$ cat src/cpl_frame_pkg.sv
`default_nettype none
package cpl_frame_pkg;

  // sideband bit positions on the completion sideband bus
  localparam int SB_W = 75;
  localparam int SB_FIRST_START = 32;
  localparam int SB_SECOND_START = 33;
  localparam int SB_FIRST_END_LO = 34;
  localparam int SB_SECOND_END_LO = 38;
  localparam int SB_ABORT = 42;
  localparam int SB_PARITY_LO = 43;
  localparam int PARITY_W = 32;
  localparam int STRADDLE_W = 256;

  // smallest legal dword offset of a second straddled end
  localparam logic [2:0] SECOND_END_MIN_OFS = 3'h6;

  // register byte offsets
  localparam logic [3:0] CTRL_OFS = 4'h0;
  localparam logic [3:0] STATUS_OFS = 4'h4;
  localparam logic [3:0] TLP_COUNT_OFS = 4'h8;
  localparam logic [3:0] ABORT_COUNT_OFS = 4'hc;

  // control field positions and reset values
  localparam int CTRL_STRADDLE_BIT = 0;
  localparam int CTRL_ENDPOINT_BIT = 1;
  localparam logic [1:0] CTRL_RESET = 2'h0;
  localparam logic [15:0] COUNT_RESET = 16'h0000;

  localparam logic [1:0] RESP_OKAY = 2'h0;
  localparam logic [1:0] RESP_SLVERR = 2'h2;

  // per-beat framing offered by the completion payload reader
  typedef struct packed {
    logic first_start;
    logic second_start;
    logic [3:0] first_end;
    logic [3:0] second_end;
    logic last;
    logic has_payload;
    logic read_error;
  } beat_info_t;

  // framing fields as they leave on the sideband bus
  typedef struct packed {
    logic abort;
    logic [3:0] second_end;
    logic [3:0] first_end;
    logic second_start;
    logic first_start;
  } frame_fields_t;

endpackage
`default_nettype wire

$ cat src/cpl_stream_framer.sv
// How it works
// first-start flag in bit 32 on each packet's first beat
// without straddle, one start per beat, second-start flag held zero
// straddled first start sits at lane 0, or lane 16 if prior TLP continues
// second start at lane 16 only when first end set same beat
// straddle: bits 37:34 first-end, bit 0 end, bits 3:1 dword offset
// bits 41:38 second-end, reserved otherwise, offset 6 or 7 only
// second end implies first end and second start in same beat
// payload read error raises abort bit 42 in TLP's final beat
// receiver drops the whole TLP flagged by abort
// no abort without payload; abort only with first end high
// no second start in a beat carrying abort
// endpoint mode reports payload read errors for advanced error reporting
// bits 74:43 give odd parity per data byte
// parity bits above the bus bytes held zero for narrow widths
// 256-bit straddle may carry two TLPs per beat, not stream packets
// receiver derives second TLP last byte from address, length, byte enables
// receiver may ignore first-start flag without straddle
// beat moves only when valid and ready both high
// stalled beat keeps data, sideband and valid steady until ready
// straddle on 256 bits keeps packet-end output at zero
// receiver samples sideband fields only on transferred beats
//
// The register offsets and the AXI4-Lite register port are this design's own decisions.
`timescale 1ns/1ps
`default_nettype none
module cpl_stream_framer #(
  parameter int DATA_W = 256
) (
  input wire logic aclk,
  input wire logic aresetn,
  input wire logic beat_valid,
  output logic beat_ready,
  input wire logic [DATA_W-1:0] beat_data,
  input wire cpl_frame_pkg::beat_info_t beat_info,
  output logic completion_valid_out,
  input wire logic completion_ready_in,
  output logic [DATA_W-1:0] completion_data_bus,
  output logic [cpl_frame_pkg::SB_W-1:0] completion_sideband_bus,
  output logic completion_packet_end_out,
  output logic error_report_out,
  input wire logic [3:0] s_axil_awaddr,
  input wire logic s_axil_awvalid,
  output logic s_axil_awready,
  input wire logic [31:0] s_axil_wdata,
  input wire logic [3:0] s_axil_wstrb,
  input wire logic s_axil_wvalid,
  output logic s_axil_wready,
  output logic [1:0] s_axil_bresp,
  output logic s_axil_bvalid,
  input wire logic s_axil_bready,
  input wire logic [3:0] s_axil_araddr,
  input wire logic s_axil_arvalid,
  output logic s_axil_arready,
  output logic [31:0] s_axil_rdata,
  output logic [1:0] s_axil_rresp,
  output logic s_axil_rvalid,
  input wire logic s_axil_rready
);

  localparam int BYTES = DATA_W / 8;

  logic [1:0] ctrl_reg;
  logic open_reg;
  logic [15:0] tlp_count_reg;
  logic [15:0] abort_count_reg;
  logic [3:0] aw_addr_reg;
  logic [31:0] w_data_reg;
  logic [3:0] w_strb_reg;
  logic [cpl_frame_pkg::PARITY_W-1:0] parity_next;
  cpl_frame_pkg::frame_fields_t fields_next;
  cpl_frame_pkg::frame_fields_t fields_out;

  wire straddle_on = ctrl_reg[cpl_frame_pkg::CTRL_STRADDLE_BIT] && (DATA_W == cpl_frame_pkg::STRADDLE_W);
  wire endpoint_on = ctrl_reg[cpl_frame_pkg::CTRL_ENDPOINT_BIT];
  wire take_beat = beat_valid && beat_ready;
  // transfer condition
  wire out_xfer = completion_valid_out && completion_ready_in;

  // end of first TLP in the beat
  wire first_end_hit = straddle_on ? beat_info.first_end[0] : beat_info.last;
  // abort on final payload beat
  // payload and first end needed
  wire abort_next = beat_info.read_error && beat_info.has_payload && first_end_hit;
  // second start needs first end
  // no second start with abort
  // second start zero without straddle
  wire second_start_next = straddle_on && beat_info.second_start && beat_info.first_end[0]
    && !abort_next;
  // second end offset 6 or 7
  // second end tied to first end and second start
  wire second_end_ok = second_start_next && beat_info.second_end[0]
    && (beat_info.second_end[3:1] >= cpl_frame_pkg::SECOND_END_MIN_OFS);
  // packet end low under straddle
  wire packet_end_next = !straddle_on && beat_info.last;

  // first start passes on
  assign fields_next.first_start = beat_info.first_start;
  assign fields_next.second_start = second_start_next;
  // first end only in straddle
  assign fields_next.first_end = straddle_on ? beat_info.first_end : 4'h0;
  assign fields_next.second_end = second_end_ok ? beat_info.second_end : 4'h0;
  assign fields_next.abort = abort_next;

  // odd parity per byte
  // unused parity bits zero
  genvar gi;
  generate
    for (gi = 0; gi < cpl_frame_pkg::PARITY_W; gi++) begin : g_par
      if (gi < BYTES) begin : g_used
        assign parity_next[gi] = ~^beat_data[gi*8 +: 8];
      end else begin : g_zero
        assign parity_next[gi] = 1'b0;
      end
    end
  endgenerate

  assign fields_out = completion_sideband_bus[cpl_frame_pkg::SB_PARITY_LO-1:cpl_frame_pkg::SB_FIRST_START];

  // output slot holds until taken
  always_ff @(posedge aclk) begin
    if (!aresetn) begin
      completion_valid_out <= 1'b0;
      beat_ready <= 1'b0;
      completion_data_bus <= '0;
      completion_sideband_bus <= '0;
      completion_packet_end_out <= 1'b0;
    end else if (take_beat) begin
      completion_valid_out <= 1'b1;
      beat_ready <= 1'b0;
      completion_data_bus <= beat_data;
      completion_sideband_bus <= {parity_next, fields_next, 32'h0000_0000};
      completion_packet_end_out <= packet_end_next;
    end else if (out_xfer || !completion_valid_out) begin
      completion_valid_out <= 1'b0;
      beat_ready <= 1'b1;
    end
  end

  // tracks a TLP still open across beats
  // up to two starts counted per straddled beat
  wire open_after = fields_out.second_start ? !fields_out.second_end[0]
    : fields_out.first_start ? !(fields_out.first_end[0] && !open_reg)
    : fields_out.first_end[0] ? 1'b0 : open_reg;
  wire [1:0] starts = {1'b0, fields_out.first_start} + {1'b0, fields_out.second_start};

  always_ff @(posedge aclk) begin
    if (!aresetn) begin
      open_reg <= 1'b0;
      tlp_count_reg <= cpl_frame_pkg::COUNT_RESET;
      abort_count_reg <= cpl_frame_pkg::COUNT_RESET;
      error_report_out <= 1'b0;
    end else begin
      // endpoint error report pulse
      error_report_out <= out_xfer && fields_out.abort && endpoint_on;
      if (out_xfer) begin
        open_reg <= straddle_on ? open_after : !completion_packet_end_out;
        tlp_count_reg <= tlp_count_reg + {14'h0000, starts};
        abort_count_reg <= abort_count_reg + {15'h0000, fields_out.abort};
      end
    end
  end

  // register bus slave
  wire aw_take = s_axil_awvalid && s_axil_awready;
  wire w_take = s_axil_wvalid && s_axil_wready;
  wire commit = !s_axil_awready && !s_axil_wready && !s_axil_bvalid;
  wire wr_ctrl = aw_addr_reg == cpl_frame_pkg::CTRL_OFS;
  wire wr_known = wr_ctrl || aw_addr_reg == cpl_frame_pkg::STATUS_OFS
    || aw_addr_reg == cpl_frame_pkg::TLP_COUNT_OFS || aw_addr_reg == cpl_frame_pkg::ABORT_COUNT_OFS;
  wire ar_take = s_axil_arvalid && s_axil_arready;
  wire rd_ctrl = s_axil_araddr == cpl_frame_pkg::CTRL_OFS;
  wire rd_status = s_axil_araddr == cpl_frame_pkg::STATUS_OFS;
  wire rd_tlp = s_axil_araddr == cpl_frame_pkg::TLP_COUNT_OFS;
  wire rd_abort = s_axil_araddr == cpl_frame_pkg::ABORT_COUNT_OFS;
  wire rd_known = rd_ctrl || rd_status || rd_tlp || rd_abort;
  wire [31:0] rd_value = rd_ctrl ? {30'h0000_0000, ctrl_reg}
    : rd_status ? {30'h0000_0000, completion_valid_out, open_reg}
    : rd_tlp ? {16'h0000, tlp_count_reg}
    : rd_abort ? {16'h0000, abort_count_reg} : 32'h0000_0000;

  always_ff @(posedge aclk) begin
    if (!aresetn) begin
      s_axil_awready <= 1'b1;
      s_axil_wready <= 1'b1;
      s_axil_bvalid <= 1'b0;
      s_axil_bresp <= cpl_frame_pkg::RESP_OKAY;
      aw_addr_reg <= 4'h0;
      w_data_reg <= 32'h0000_0000;
      w_strb_reg <= 4'h0;
      ctrl_reg <= cpl_frame_pkg::CTRL_RESET;
    end else begin
      if (aw_take) begin
        s_axil_awready <= 1'b0;
        aw_addr_reg <= s_axil_awaddr;
      end
      if (w_take) begin
        s_axil_wready <= 1'b0;
        w_data_reg <= s_axil_wdata;
        w_strb_reg <= s_axil_wstrb;
      end
      if (commit) begin
        s_axil_bvalid <= 1'b1;
        s_axil_bresp <= wr_known ? cpl_frame_pkg::RESP_OKAY : cpl_frame_pkg::RESP_SLVERR;
        if (wr_ctrl && w_strb_reg[0]) begin
          ctrl_reg <= w_data_reg[1:0];
        end
      end
      if (s_axil_bvalid && s_axil_bready) begin
        s_axil_bvalid <= 1'b0;
        s_axil_awready <= 1'b1;
        s_axil_wready <= 1'b1;
      end
    end
  end

  always_ff @(posedge aclk) begin
    if (!aresetn) begin
      s_axil_arready <= 1'b1;
      s_axil_rvalid <= 1'b0;
      s_axil_rdata <= 32'h0000_0000;
      s_axil_rresp <= cpl_frame_pkg::RESP_OKAY;
    end else if (ar_take) begin
      s_axil_arready <= 1'b0;
      s_axil_rvalid <= 1'b1;
      s_axil_rdata <= rd_value;
      s_axil_rresp <= rd_known ? cpl_frame_pkg::RESP_OKAY : cpl_frame_pkg::RESP_SLVERR;
    end else if (s_axil_rvalid && s_axil_rready) begin
      s_axil_rvalid <= 1'b0;
      s_axil_arready <= 1'b1;
    end
  end
endmodule // cpl_stream_framer
`default_nettype wire

$ cat config.mk
export PLATFORM = sky130hd
export DESIGN_NAME = cpl_stream_framer
export DESIGN_NICKNAME = d
export VERILOG_FILES = /design/src/cpl_frame_pkg.sv /design/src/cpl_stream_framer.sv
export SDC_FILE = /design/constraint.sdc
export NUM_CORES = 1
export LEC_CHECK = 0
export BUFFER_PORTS_ARGS = -buffer_cell sky130_fd_sc_hd__buf_2
export CAP_MARGIN = 15
export CORE_AREA = 2 2 270 272
export DETAILED_ROUTE_END_ITERATION = 10
export DIE_AREA = 0 0 272 274
export GPL_ROUTABILITY_DRIVEN = 0
export RECOVER_POWER = 50
export SYNTH_ARGS = -nofsm -noshare
export SYNTH_HDL_FRONTEND = slang
export SYNTH_SLANG_ARGS = --single-unit
export TNS_END_PERCENT = 100
$ cat constraint.sdc
create_clock -name aclk -period 1.8 [get_ports aclk]
set_input_delay 0.18 -clock aclk [delete_from_list [all_inputs] [get_ports aclk]]
set_output_delay 0.18 -clock aclk [all_outputs]
set_load 0.05 [all_outputs]
==> qor.txt, run 1 <==
Status -> finished with violations
Failing checks -> setup timing
Yosys warns -> 0
Hold WC Path Type -> primary input to flop
CTS Buffer Depth -> 3
Post-layout util -> 33.5%
Largest net degree at the start of global routing -> 81
Critical path arrival -> 2.37 ns
Mapped Cells -> 1890
Total CTS buffers -> 43
DP Area -> 20000 um^2
P_sw -> 7.18 mW
Share of the yosys chip area belonging to registers -> 47.7%
Initial core utilization -> 21.5%
Max FFs per register -> 256
Ys flop type -> dfxtp_1
Synthesized area -> 15500 um^2
Worst-margin pin slew -> 0.687 ns
Largest reg by FF count -> completion_data_bus
Placed cell count -> 3437
Antenna fix cells -> 0
Cell Rows -> 99
Final Cell Area -> 24100 um^2
CTS tree -> done
Post-Synth Adder-Cell Area -> 0.372%
Most frequent cells in the layout -> nand2_1, buf_2, dfxtp_1
Largest family of logic cells by synthesized area -> simple AND/OR/NAND/NOR gates
Share of async-settable or async-resettable flops after synthesis -> 0%
Htree depth -> 2
Post-synthesis compound-gate area fraction -> 11.6%
Drt wl/cell -> 15.8 um
Mux cell area share after synthesis -> 1.61%
DRT iter0 DRCs -> 820
Post-Route WL -> 60.1 mm
Gr usage total -> 15.2%
Req. time, crit path -> 2.26 ns
DRT antenna net count -> 0
Max-cap violations -> 0
Synth Area in Simple Gates -> 19.4%
HPWL after DPL -> 43.2 mm
Antenna violations before repair -> 2
Chip Height -> 274 um
Startpoint Class -> flop
Netlist cell types -> 44
Root Buffer -> clkbuf_16
Critical path class -> flop to flop
Final Hold Viols -> 0
First-pass GRT wire length -> 88.6 mm
Post-Synth XOR/XNOR Area -> 13.8%
Clock Power Share -> 40.6%
Fraction of layout cells with a size suffix above 1 -> 23.0%
Crit Path Max Fanout -> 5
Final Net Count -> 3129
# DRC -> 0
FF+latch count, synth -> 368
Net Sw Frac -> 31.0%
# fillers -> 7503
Commonest non-fill, non-tap cell in the layout -> nand2_1
Drt first pass iters -> 5
Minimum period implied by the final worst setup slack -> 1.91 ns
Core Footprint -> 72000 um^2
Setup Skew -> 0.0340 ns
Die area -> 74500 um^2
Via count -> 16000
Final setup margin -> -0.111 ns
Area growth syn-to-layout -> 55.9%
Total global routing overflow -> 0
Max Slew Vio Count -> 0
Max Freq -> 0.523 GHz
Leak -> 9.81 nW
Worst setup EP type -> flop
Top Ports -> 698
Peak VDD IR -> 0.000710 V
Syn Area/Cell -> 8.18 um^2
RSZ-0062 raised after global routing -> true
Crit share post-route -> 106%
Largest regs -> completion_data_bus x256, completion_sideband_bus x43
Clk slew on worst S/H paths -> 0.06 ns
Sequential Power Share -> 37.6%
Internal power -> 16.0 mW
Fraction of power consumed by combinational cells -> 21.8%
Relative slew slack -> 54.4%
Buffers on Ports -> 614
Post-synth EDFFs -> 0
Die Span X -> 272 um
Sink Count -> 368
Vias in the first global route -> 15600
Finished Layout Cells -> 3795
Final-report setup violation count -> 3
Via density -> 4.23
Pwr/cell area -> 960 nW/um^2
Worst-Skew Late Latency -> 0.57 ns
## through the flow
stage               worst slack, ns  total power, mW  TNS (ns)  hold WS, ns
CTS                          -0.107             23.6    -0.214       0.0191
global route                 -0.161             24.1    -0.752       0.0427
finish                       -0.111             23.1    -0.236       0.0679
global placement             -0.127             13.5    -0.316        0.425
detailed placement           -0.136             13.5    -0.340        0.425
floorplan                    -0.155             11.9    -0.325        0.280
## per-layer routing
metal	share of wire, %	GRT usage [%]
met5	0.022	0
met4	4.2	6.48
met3	6.6	3.79
met2	48	25.7
met1	41	18.2
## worst max-delay path: stages, from the launching register on
cell      delay, ns
dfxtp_4        0.34
inv_2          0.04
fa_2           0.40
nand3b_1       0.21
or2_4          0.28
or4_4          0.42
mux2i_1        0.13
## cell usage after synthesis (3+ instances only)
library cell / number / area share (%)
buf_4: 50 / 2.4
or3_1: 17 / 0.69
buf_2: 13 / 0.42
mux2i_1: 20 / 1.3
buf_1: 8 / 0.19
o21ai_0: 42 / 1.4
or3_2: 3 / 0.15
clkbuf_1: 92 / 2.2
nand4_1: 10 / 0.40
nand2_1: 567 / 14
ha_1: 3 / 0.24
dfxtp_1: 368 / 48
a31o_2: 3 / 0.17
xor2_1: 43 / 2.4
nor3_1: 13 / 0.42
and4_1: 4 / 0.23
nor2_1: 33 / 0.80
nand3_1: 58 / 1.9
a21oi_1: 299 / 9.7
xnor2_1: 200 / 11
nor4_1: 3 / 0.12
nand2b_1: 3 / 0.12
inv_1: 11 / 0.27
## worst paths after layout
kind | startpoint | slack, ns | endpoint | depth (start not counted)
worst min register to register | completion_data_bus[172]$_SDFFE_PN0P_ | 0.45 | completion_data_bus[172]$_SDFFE_PN0P_ | 2
worst max register to register | completion_sideband_bus[32]$_SDFFE_PN0P_ | -0.11 | tlp_count_reg[15]$_SDFFE_PN0N_ | 6
worst min-delay path | beat_info[2] | 0.07 | completion_packet_end_out$_SDFFE_PN0P_ | 4
worst max-delay path | completion_sideband_bus[32]$_SDFFE_PN0P_ | -0.11 | tlp_count_reg[15]$_SDFFE_PN0N_ | 6
## timing repair
action / CTS / global route
pin swaps: 2 / 2
hold buffers: 279 / 0
resized for setup: 3 / 6
setup buffers: 1 / 1
hold endpoints to repair: 277 / 0
endpoints found under the setup margin: 5 / 8
## cells by family after synthesis
logic type	Yosys count
AND/OR/NAND/NOR	726
flip-flops	368
AO/OA/AOI/OAI	351
XOR/XNOR	243
buffers and inverters	175
multiplexers	22
adder cells (fa/ha/maj)	4
other	1
## cell type report
class	count	area [um^2]	share of cell area (%)
sequential	368	7380	30.6
timing repair buffer	982	6490	26.9
tap	959	1200	4.98
clock buffer	57	1190	4.94
multi-input combinational	1396	7470	31.0
clock inverter	21	329	1.37
inverter	12	52.6	0.218
## power by group through the flow
stage | clock network (mW) | logic (mW) | registers, mW
after floorplan | 0 | 1.82 | 10.1
after CTS | 9.73 | 5.14 | 8.70
after detailed placement | 0 | 4.65 | 8.87
after global routing | 10.0 | 5.37 | 8.74
after global placement | 0 | 4.64 | 8.86
final | 9.40 | 5.04 | 8.71
Power figures use the tool's default switching activity.
==> inputs of run 2 (changes only) <==
--- a/config.mk
+++ b/config.mk
@@ -8,6 +8,7 @@
 export BUFFER_PORTS_ARGS = -buffer_cell sky130_fd_sc_hd__buf_2
 export CAP_MARGIN = 15
 export CORE_AREA = 2 2 270 272
+export CTS_BUF_LIST = sky130_fd_sc_hd__clkbuf_4 sky130_fd_sc_hd__clkbuf_8
 export DETAILED_ROUTE_END_ITERATION = 10
 export DIE_AREA = 0 0 272 274
 export GPL_ROUTABILITY_DRIVEN = 0
==> run 2 against run 1 <==
- largest cell class unchanged
- sequential share of layout area is 0.41 points lower
- via count is 0.95% higher
- worst hold slack better by 0.027 ns
- the run still ends with setup timing left
- combinational power is 1% higher
- non-clock buffer count is 11 higher
- critical path type unchanged
- highest routed layer unchanged
- flip-flop and latch count stayed put
- largest power group unchanged
- register-to-register slack hardly changed
- total power is 0.35% higher
- sequential power hardly changed
==> qor.txt, run 2 (synthesis gave the netlist of run 1 again) <==
Status -> finished with violations
Failing checks -> setup timing
Minimum period implied by the final worst setup slack -> 1.91 ns
Max FFs per register -> 256
Pwr Total -> 23.2 mW
Sequential Power Share -> 37.5%
Post-layout util -> 34.0%
Final Hold Viols -> 0
Setup Skew -> 0.0325 ns
HPWL after DPL -> 43.2 mm
Critical path class -> flop to flop
Worst-margin pin slew -> 0.639 ns
DP Worst Slack -> -0.136 ns
Drt wl/cell -> 15.8 um
Buffers on Ports -> 614
Vias in the first global route -> 16100
Cell Rows -> 99
Largest net degree at the start of global routing -> 81
Post-Route WL -> 60.8 mm
Final setup margin -> -0.110 ns
Seq. cell area -> 7380 um^2
Req. time, crit path -> 2.32 ns
Internal power -> 15.8 mW
Net Sw Frac -> 31.8%
DP Area -> 20000 um^2
Die area -> 74500 um^2
CTS tree -> done
Antenna violations before repair -> 3
Commonest non-fill, non-tap cell in the layout -> nand2_1
Area growth syn-to-layout -> 58.1%
Crit Path Max Fanout -> 5
Crit share post-route -> 106%
Via density -> 4.20
Drt first pass iters -> 5
DRT iter0 DRCs -> 799
Root Buffer -> clkbuf_8
Largest reg by FF count -> completion_data_bus
Clock Power Share -> 40.6%
Core Footprint -> 72000 um^2
Fraction of layout cells with a size suffix above 1 -> 28.0%
Critical path arrival -> 2.43 ns
Startpoint Class -> flop
Htree depth -> 3
Initial core utilization -> 21.5%
DRT antenna net count -> 0
Pwr/cell area -> 950 nW/um^2
First-pass GRT wire length -> 89.9 mm
Top Ports -> 698
Fraction of power consumed by combinational cells -> 21.9%
Area taken by multi-input logic gates -> 7470 um^2
Relative slew slack -> 57.6%
Gr usage total -> 15.5%
Chip Height -> 274 um
Worst-Skew Late Latency -> 0.66 ns
P_sw -> 7.40 mW
Max Slew Vio Count -> 0
Clk slew on worst S/H paths -> 0.06 ns
Leak -> 10.4 nW
Via count -> 16200
# fillers -> 7437
Total CTS buffers -> 71
Max Freq -> 0.524 GHz
Most frequent cells in the layout -> nand2_1, buf_2, dfxtp_1
Max-cap violations -> 0
Total global routing overflow -> 0
Final-report setup violation count -> 3
Sink Count -> 368
Die Span X -> 272 um
Final Net Count -> 3168
Final Cell Area -> 24400 um^2
Peak VDD IR -> 0.000685 V
Setup TNS -> -0.230 ns
# DRC -> 0
RSZ-0062 raised after global routing -> true
Worst setup EP type -> flop
CTS Buffer Depth -> 3
Hold WC Path Type -> primary input to flop
Largest regs -> completion_data_bus x256, completion_sideband_bus x43
==> run 2: cell count changes in the layout (fill, tap and decap cells not counted), moves of 2 or more <==
cell / change
inv_12: +2
clkbuf_16: -44
bufinv_16: -3
buf_2: +76
clkbuf_4: +17
dlygate4sd3_1: +11
clkbuf_1: -111
diode_2: +3
clkbuf_2: +27
clkinv_4: -2
clkbuf_8: +87
==> run 2: final cells by class <==
cell class                      instances  area share [%]
Multi-Input combinational cell       1396            30.6
Sequential cell                       368            30.2
Timing Repair Buffer                  993            27.5
Clock buffer                          108            5.65
Tap cell                              959            4.91
Clock inverter                         17           0.952
Inverter                               12           0.215
Antenna cell                            3          0.0307
==> run 2: path summary, 6_finish.rpt <==
kind | startpoint | endpoint | slack, ns | depth (start not counted)
min | aresetn | s_axil_arready$_SDFFE_PN1P_ | 0.1 | 3
max | completion_sideband_bus[32]$_SDFFE_PN0P_ | tlp_count_reg[15]$_SDFFE_PN0N_ | -0.11 | 6
max reg2reg | completion_sideband_bus[32]$_SDFFE_PN0P_ | tlp_count_reg[15]$_SDFFE_PN0N_ | -0.11 | 6
min reg2reg | completion_data_bus[172]$_SDFFE_PN0P_ | completion_data_bus[172]$_SDFFE_PN0P_ | 0.45 | 2
==> run 2: power by group through the flow <==
stage | logic [mW] | clock network, mW | registers (mW)
2_1_floorplan | 1.82 | 0 | 10.1
3_3_place_gp | 4.64 | 0 | 8.86
3_5_place_dp | 4.65 | 0 | 8.87
4_1_cts | 5.15 | 9.73 | 8.70
5_1_grt | 5.41 | 10.1 | 8.75
6_report | 5.09 | 9.43 | 8.71
==> run 2: metal layers <==
metal	vias to the layer above	track usage, %	part of all wire (%)
met2	609	25.9	47
met1	7428	18.0	41
met5	-	0	0.021
met3	160	4.34	7.0
met4	2	8.02	4.6
li1	7995	-	-
==> run 2: worst max-delay path, stage by stage (launching register included) <==
cell,delay [ns]
dfxtp_4,0.34
inv_2,0.04
fa_2,0.40
nand3b_1,0.21
or2_4,0.27
or4_4,0.42
mux2i_1,0.13
==> run 2: metrics by stage <==
stage / std cells / hold slack [ns]
floorplan: 1939 / 0.280
global placement: 3437 / 0.425
detailed placement: 3437 / 0.425
CTS: 3853 / 0.0329
global route: 3855 / 0.0654
finish: 3856 / 0.0951
==> run 2: repair_timing <==
action / CTS / global route
endpoints found under the hold margin: 289 / 0
endpoints found under the setup margin: 5 / 9
hold buffers: 290 / 0
pin swaps: 2 / 2
buffers inserted: 1 / 1
gates resized for setup: 3 / 7
==> inputs of run 3 (changes only) <==
--- a/config.mk
+++ b/config.mk
@@ -5,12 +5,13 @@
 export SDC_FILE = /design/constraint.sdc
 export NUM_CORES = 1
 export LEC_CHECK = 0
+export ABC_AREA = 1
 export BUFFER_PORTS_ARGS = -buffer_cell sky130_fd_sc_hd__buf_2
 export CAP_MARGIN = 15
-export CORE_AREA = 2 2 270 272
+export CORE_AREA = 2 2 273 275
 export CTS_BUF_LIST = sky130_fd_sc_hd__clkbuf_4 sky130_fd_sc_hd__clkbuf_8
 export DETAILED_ROUTE_END_ITERATION = 10
-export DIE_AREA = 0 0 272 274
+export DIE_AREA = 0 0 275 277
 export GPL_ROUTABILITY_DRIVEN = 0
 export RECOVER_POWER = 50
 export SYNTH_ARGS = -nofsm -noshare
==> run 3 against run 2 <==
- the flow now finishes without violations
- fmax grew 14%
- setup slack gained 0.23 ns
- non-clock buffer count shrank 32
- sequential power grew 2%
- total power grew 1.3%
- first-iteration DRC count grew 4.6%
- largest cell class unchanged
- largest power group is now registers
==> qor.txt, run 3 <==
Status -> completed
Max Slew Vio Count -> 0
Top delay family on crit path -> adder cells
Die Span X -> 275 um
Max Freq -> 0.595 GHz
Worst-Skew Late Latency -> 0.65 ns
Syn Area/Cell -> 7.20 um^2
Clock Power Share -> 37.4%
CTS tree -> done
Crit share post-route -> 93.4%
Clk slew on worst S/H paths -> 0.06 ns
CP max-delay cell -> fa_2
Worst setup EP type -> flop
Vias in the first global route -> 17600
FF+latch count, synth -> 368
Die area -> 76200 um^2
Sequential Power Share -> 37.8%
Largest reg by FF count -> completion_data_bus
Final setup margin -> 0.118 ns
Crit Path Max Fanout -> 5
Top Ports -> 698
Total CTS buffers -> 72
Netlist cell types -> 34
Finished Layout Cells -> 4288
Worst-margin pin slew -> 0.792 ns
Most frequent cells in the layout -> nor2_1, buf_2, nand2_1, dfxtp_1, o21ai_0
Total global routing overflow -> 0
Core Footprint -> 73600 um^2
Via count -> 18000
Ys flop type -> dfxtp_1
HPWL after DPL -> 43.4 mm
Area growth syn-to-layout -> 50.9%
Pwr/cell area -> 925 nW/um^2
Synth cell count leaders -> nor2_1, dfxtp_1, nand2_1, o21ai_0, inv_1
Hold WS -> 0.0968 ns
Max-cap violations -> 0
Synthesized area -> 16900 um^2
Placed cell count -> 3862
Buf+Inv Stages, Crit Path -> 3
P_sw -> 8.12 mW
Htree depth -> 3
Buffers on Ports -> 614
Drt first pass iters -> 5
Fraction of power consumed by combinational cells -> 24.8%
Sink Count -> 368
Peak VDD IR -> 0.000566 V
Share of async-settable or async-resettable flops after synthesis -> 0%
Gr usage total -> 15.3%
Post-synth EDFFs -> 0
Top cell by count, worst path -> inv_2
Pwr Total -> 23.5 mW
Largest regs -> completion_data_bus x256, completion_sideband_bus x43
DRT iter0 DRCs -> 836
DP Worst Slack -> 0.0527 ns
Post-Route WL -> 60.5 mm
Final Cell Area -> 25400 um^2
Post-synth top area share -> 43.7%
Fraction of layout cells with a size suffix above 1 -> 24.6%
Net Sw Frac -> 34.5%
Post-layout util -> 34.6%
Final Hold Viols -> 0
Antenna violations before repair -> 2
Yosys top cell by area -> dfxtp_1
Largest net degree at the start of global routing -> 98
Critical path class -> flop to flop
Yosys warns -> 0
Final Net Count -> 3590
Cell Rows -> 100
Cell chain of the critical path -> inv_2 -> fa_2 -> inv_2 -> ha_4 -> nand3_1 -> nor2_4 -> nand2_1 -> buf_4 -> a21oi_1
Req. time, crit path -> 2.36 ns
Setup TNS -> 0 ns
Setup Skew -> 0.0312 ns
Via density -> 4.20
Most frequent cell after synthesis -> nor2_1
Share of the yosys chip area belonging to registers -> 43.7%
Max FFs per register -> 256
Critical path arrival -> 2.25 ns
DP Area -> 21000 um^2
Worst path max stage delay -> 0.39 ns
Internal power -> 15.4 mW
First-pass GRT wire length -> 93.2 mm
Top post-synthesis cells by area -> dfxtp_1, nor2_1, o21ai_0
DRT antenna net count -> 0
Relative slew slack -> 47.2%
Initial core utilization -> 22.9%
CTS Buffer Depth -> 3
Hold WC Path Type -> primary input to flop
Leak -> 12.0 nW
Root Buffer -> clkbuf_8
RSZ-0062 raised after global routing -> false
Drt wl/cell -> 14.1 um
Chip Height -> 277 um
Mapped Cells -> 2341
Startpoint Class -> flop
Minimum period implied by the final worst setup slack -> 1.68 ns
Final-report setup violation count -> 0
Commonest non-fill, non-tap cell in the layout -> nor2_1
# DRC -> 0
## run 3: cell count changes after synthesis, moves of 8 or more
cell,previous run,this run
nand2_1,567,365
nand3_1,58,50
clkbuf_1,92,61
mux2i_1,20,0
o22ai_1,0,11
xor2_1,43,64
or3_1,17,0
inv_1,11,158
buf_2,13,45
a21oi_1,299,83
xnor2_1,200,128
o21ai_0,42,330
nor2_1,33,560
## run 3: cell families after synthesis
family                     synth area share, %
and+or+nand+nor                           24.2
AOI/OAI and AO/OA                         13.0
DFF                                       43.7
buffers and inverters                     8.73
xor gates and xnor gates                  9.98
adders and majority gates                0.342
other                                   0.0223
## run 3: path summary, 6_finish.rpt
check	from	end	cells after the start	slack, ns
setup / recovery	completion_sideband_bus[33]$_SDFFE_PN0P_	tlp_count_reg[8]$_SDFFE_PN0N_	9	0.12
hold / removal	s_axil_araddr[1]	s_axil_rdata[1]$_SDFFE_PN0P_	7	0.1
setup reg to reg	completion_sideband_bus[33]$_SDFFE_PN0P_	tlp_count_reg[8]$_SDFFE_PN0N_	9	0.12
hold reg to reg	completion_sideband_bus[40]$_SDFFE_PN0P_	completion_sideband_bus[40]$_SDFFE_PN0P_	2	0.45
## run 3: layer usage
metal | up-vias | part of all wire, % | wire length, um | GRT usage [%]
met5 | - | 0.018 | 11 | 0
met4 | 2 | 3.7 | 2250 | 6.15
met3 | 138 | 7.0 | 4260 | 4.43
met2 | 596 | 48 | 29300 | 26.5
met1 | 8111 | 41 | 24700 | 17.3
li1 | 9145 | - | - | -
## run 3: what timing repair did
| action | 4_1_cts | 5_1_grt |
|---|---|---|
| gates resized for setup | 0 | 12 |
| hold buffers | 294 | 0 |
| setup endpoints to repair | 0 | 7 |
| buffers inserted | 0 | 3 |
| hold endpoints to repair | 326 | 0 |
## run 3: layout make-up
type / count / area (um^2)
fill: 7699 / 48100
timing repair buffer: 961 / 6510
antenna: 2 / 5.00
inverter: 160 / 608
tap: 969 / 1210
multi-input combinational: 1701 / 8220
sequential: 368 / 7380
clock inverter: 16 / 135
clock buffer: 111 / 1370
## run 3: worst register-to-register path, delay by kind of cell, from the launching register on
family | cells | cell delay (ns)
buffers and inverters | 3 | 0.25
AOI/OAI and AO/OA | 1 | 0.12
and+or+nand+nor | 3 | 0.36
DFF | 1 | 0.35
adders and majority gates | 2 | 0.53
## run 3: power groups by stage
stage,logic [mW],registers [mW],clock network [mW]
3_3_place_gp,5.29,9.05,0
3_5_place_dp,5.33,9.06,0
2_1_floorplan,2.13,10.7,0
4_1_cts,5.86,8.90,9.14
6_report,5.83,8.91,8.80
5_1_grt,6.32,8.96,9.50
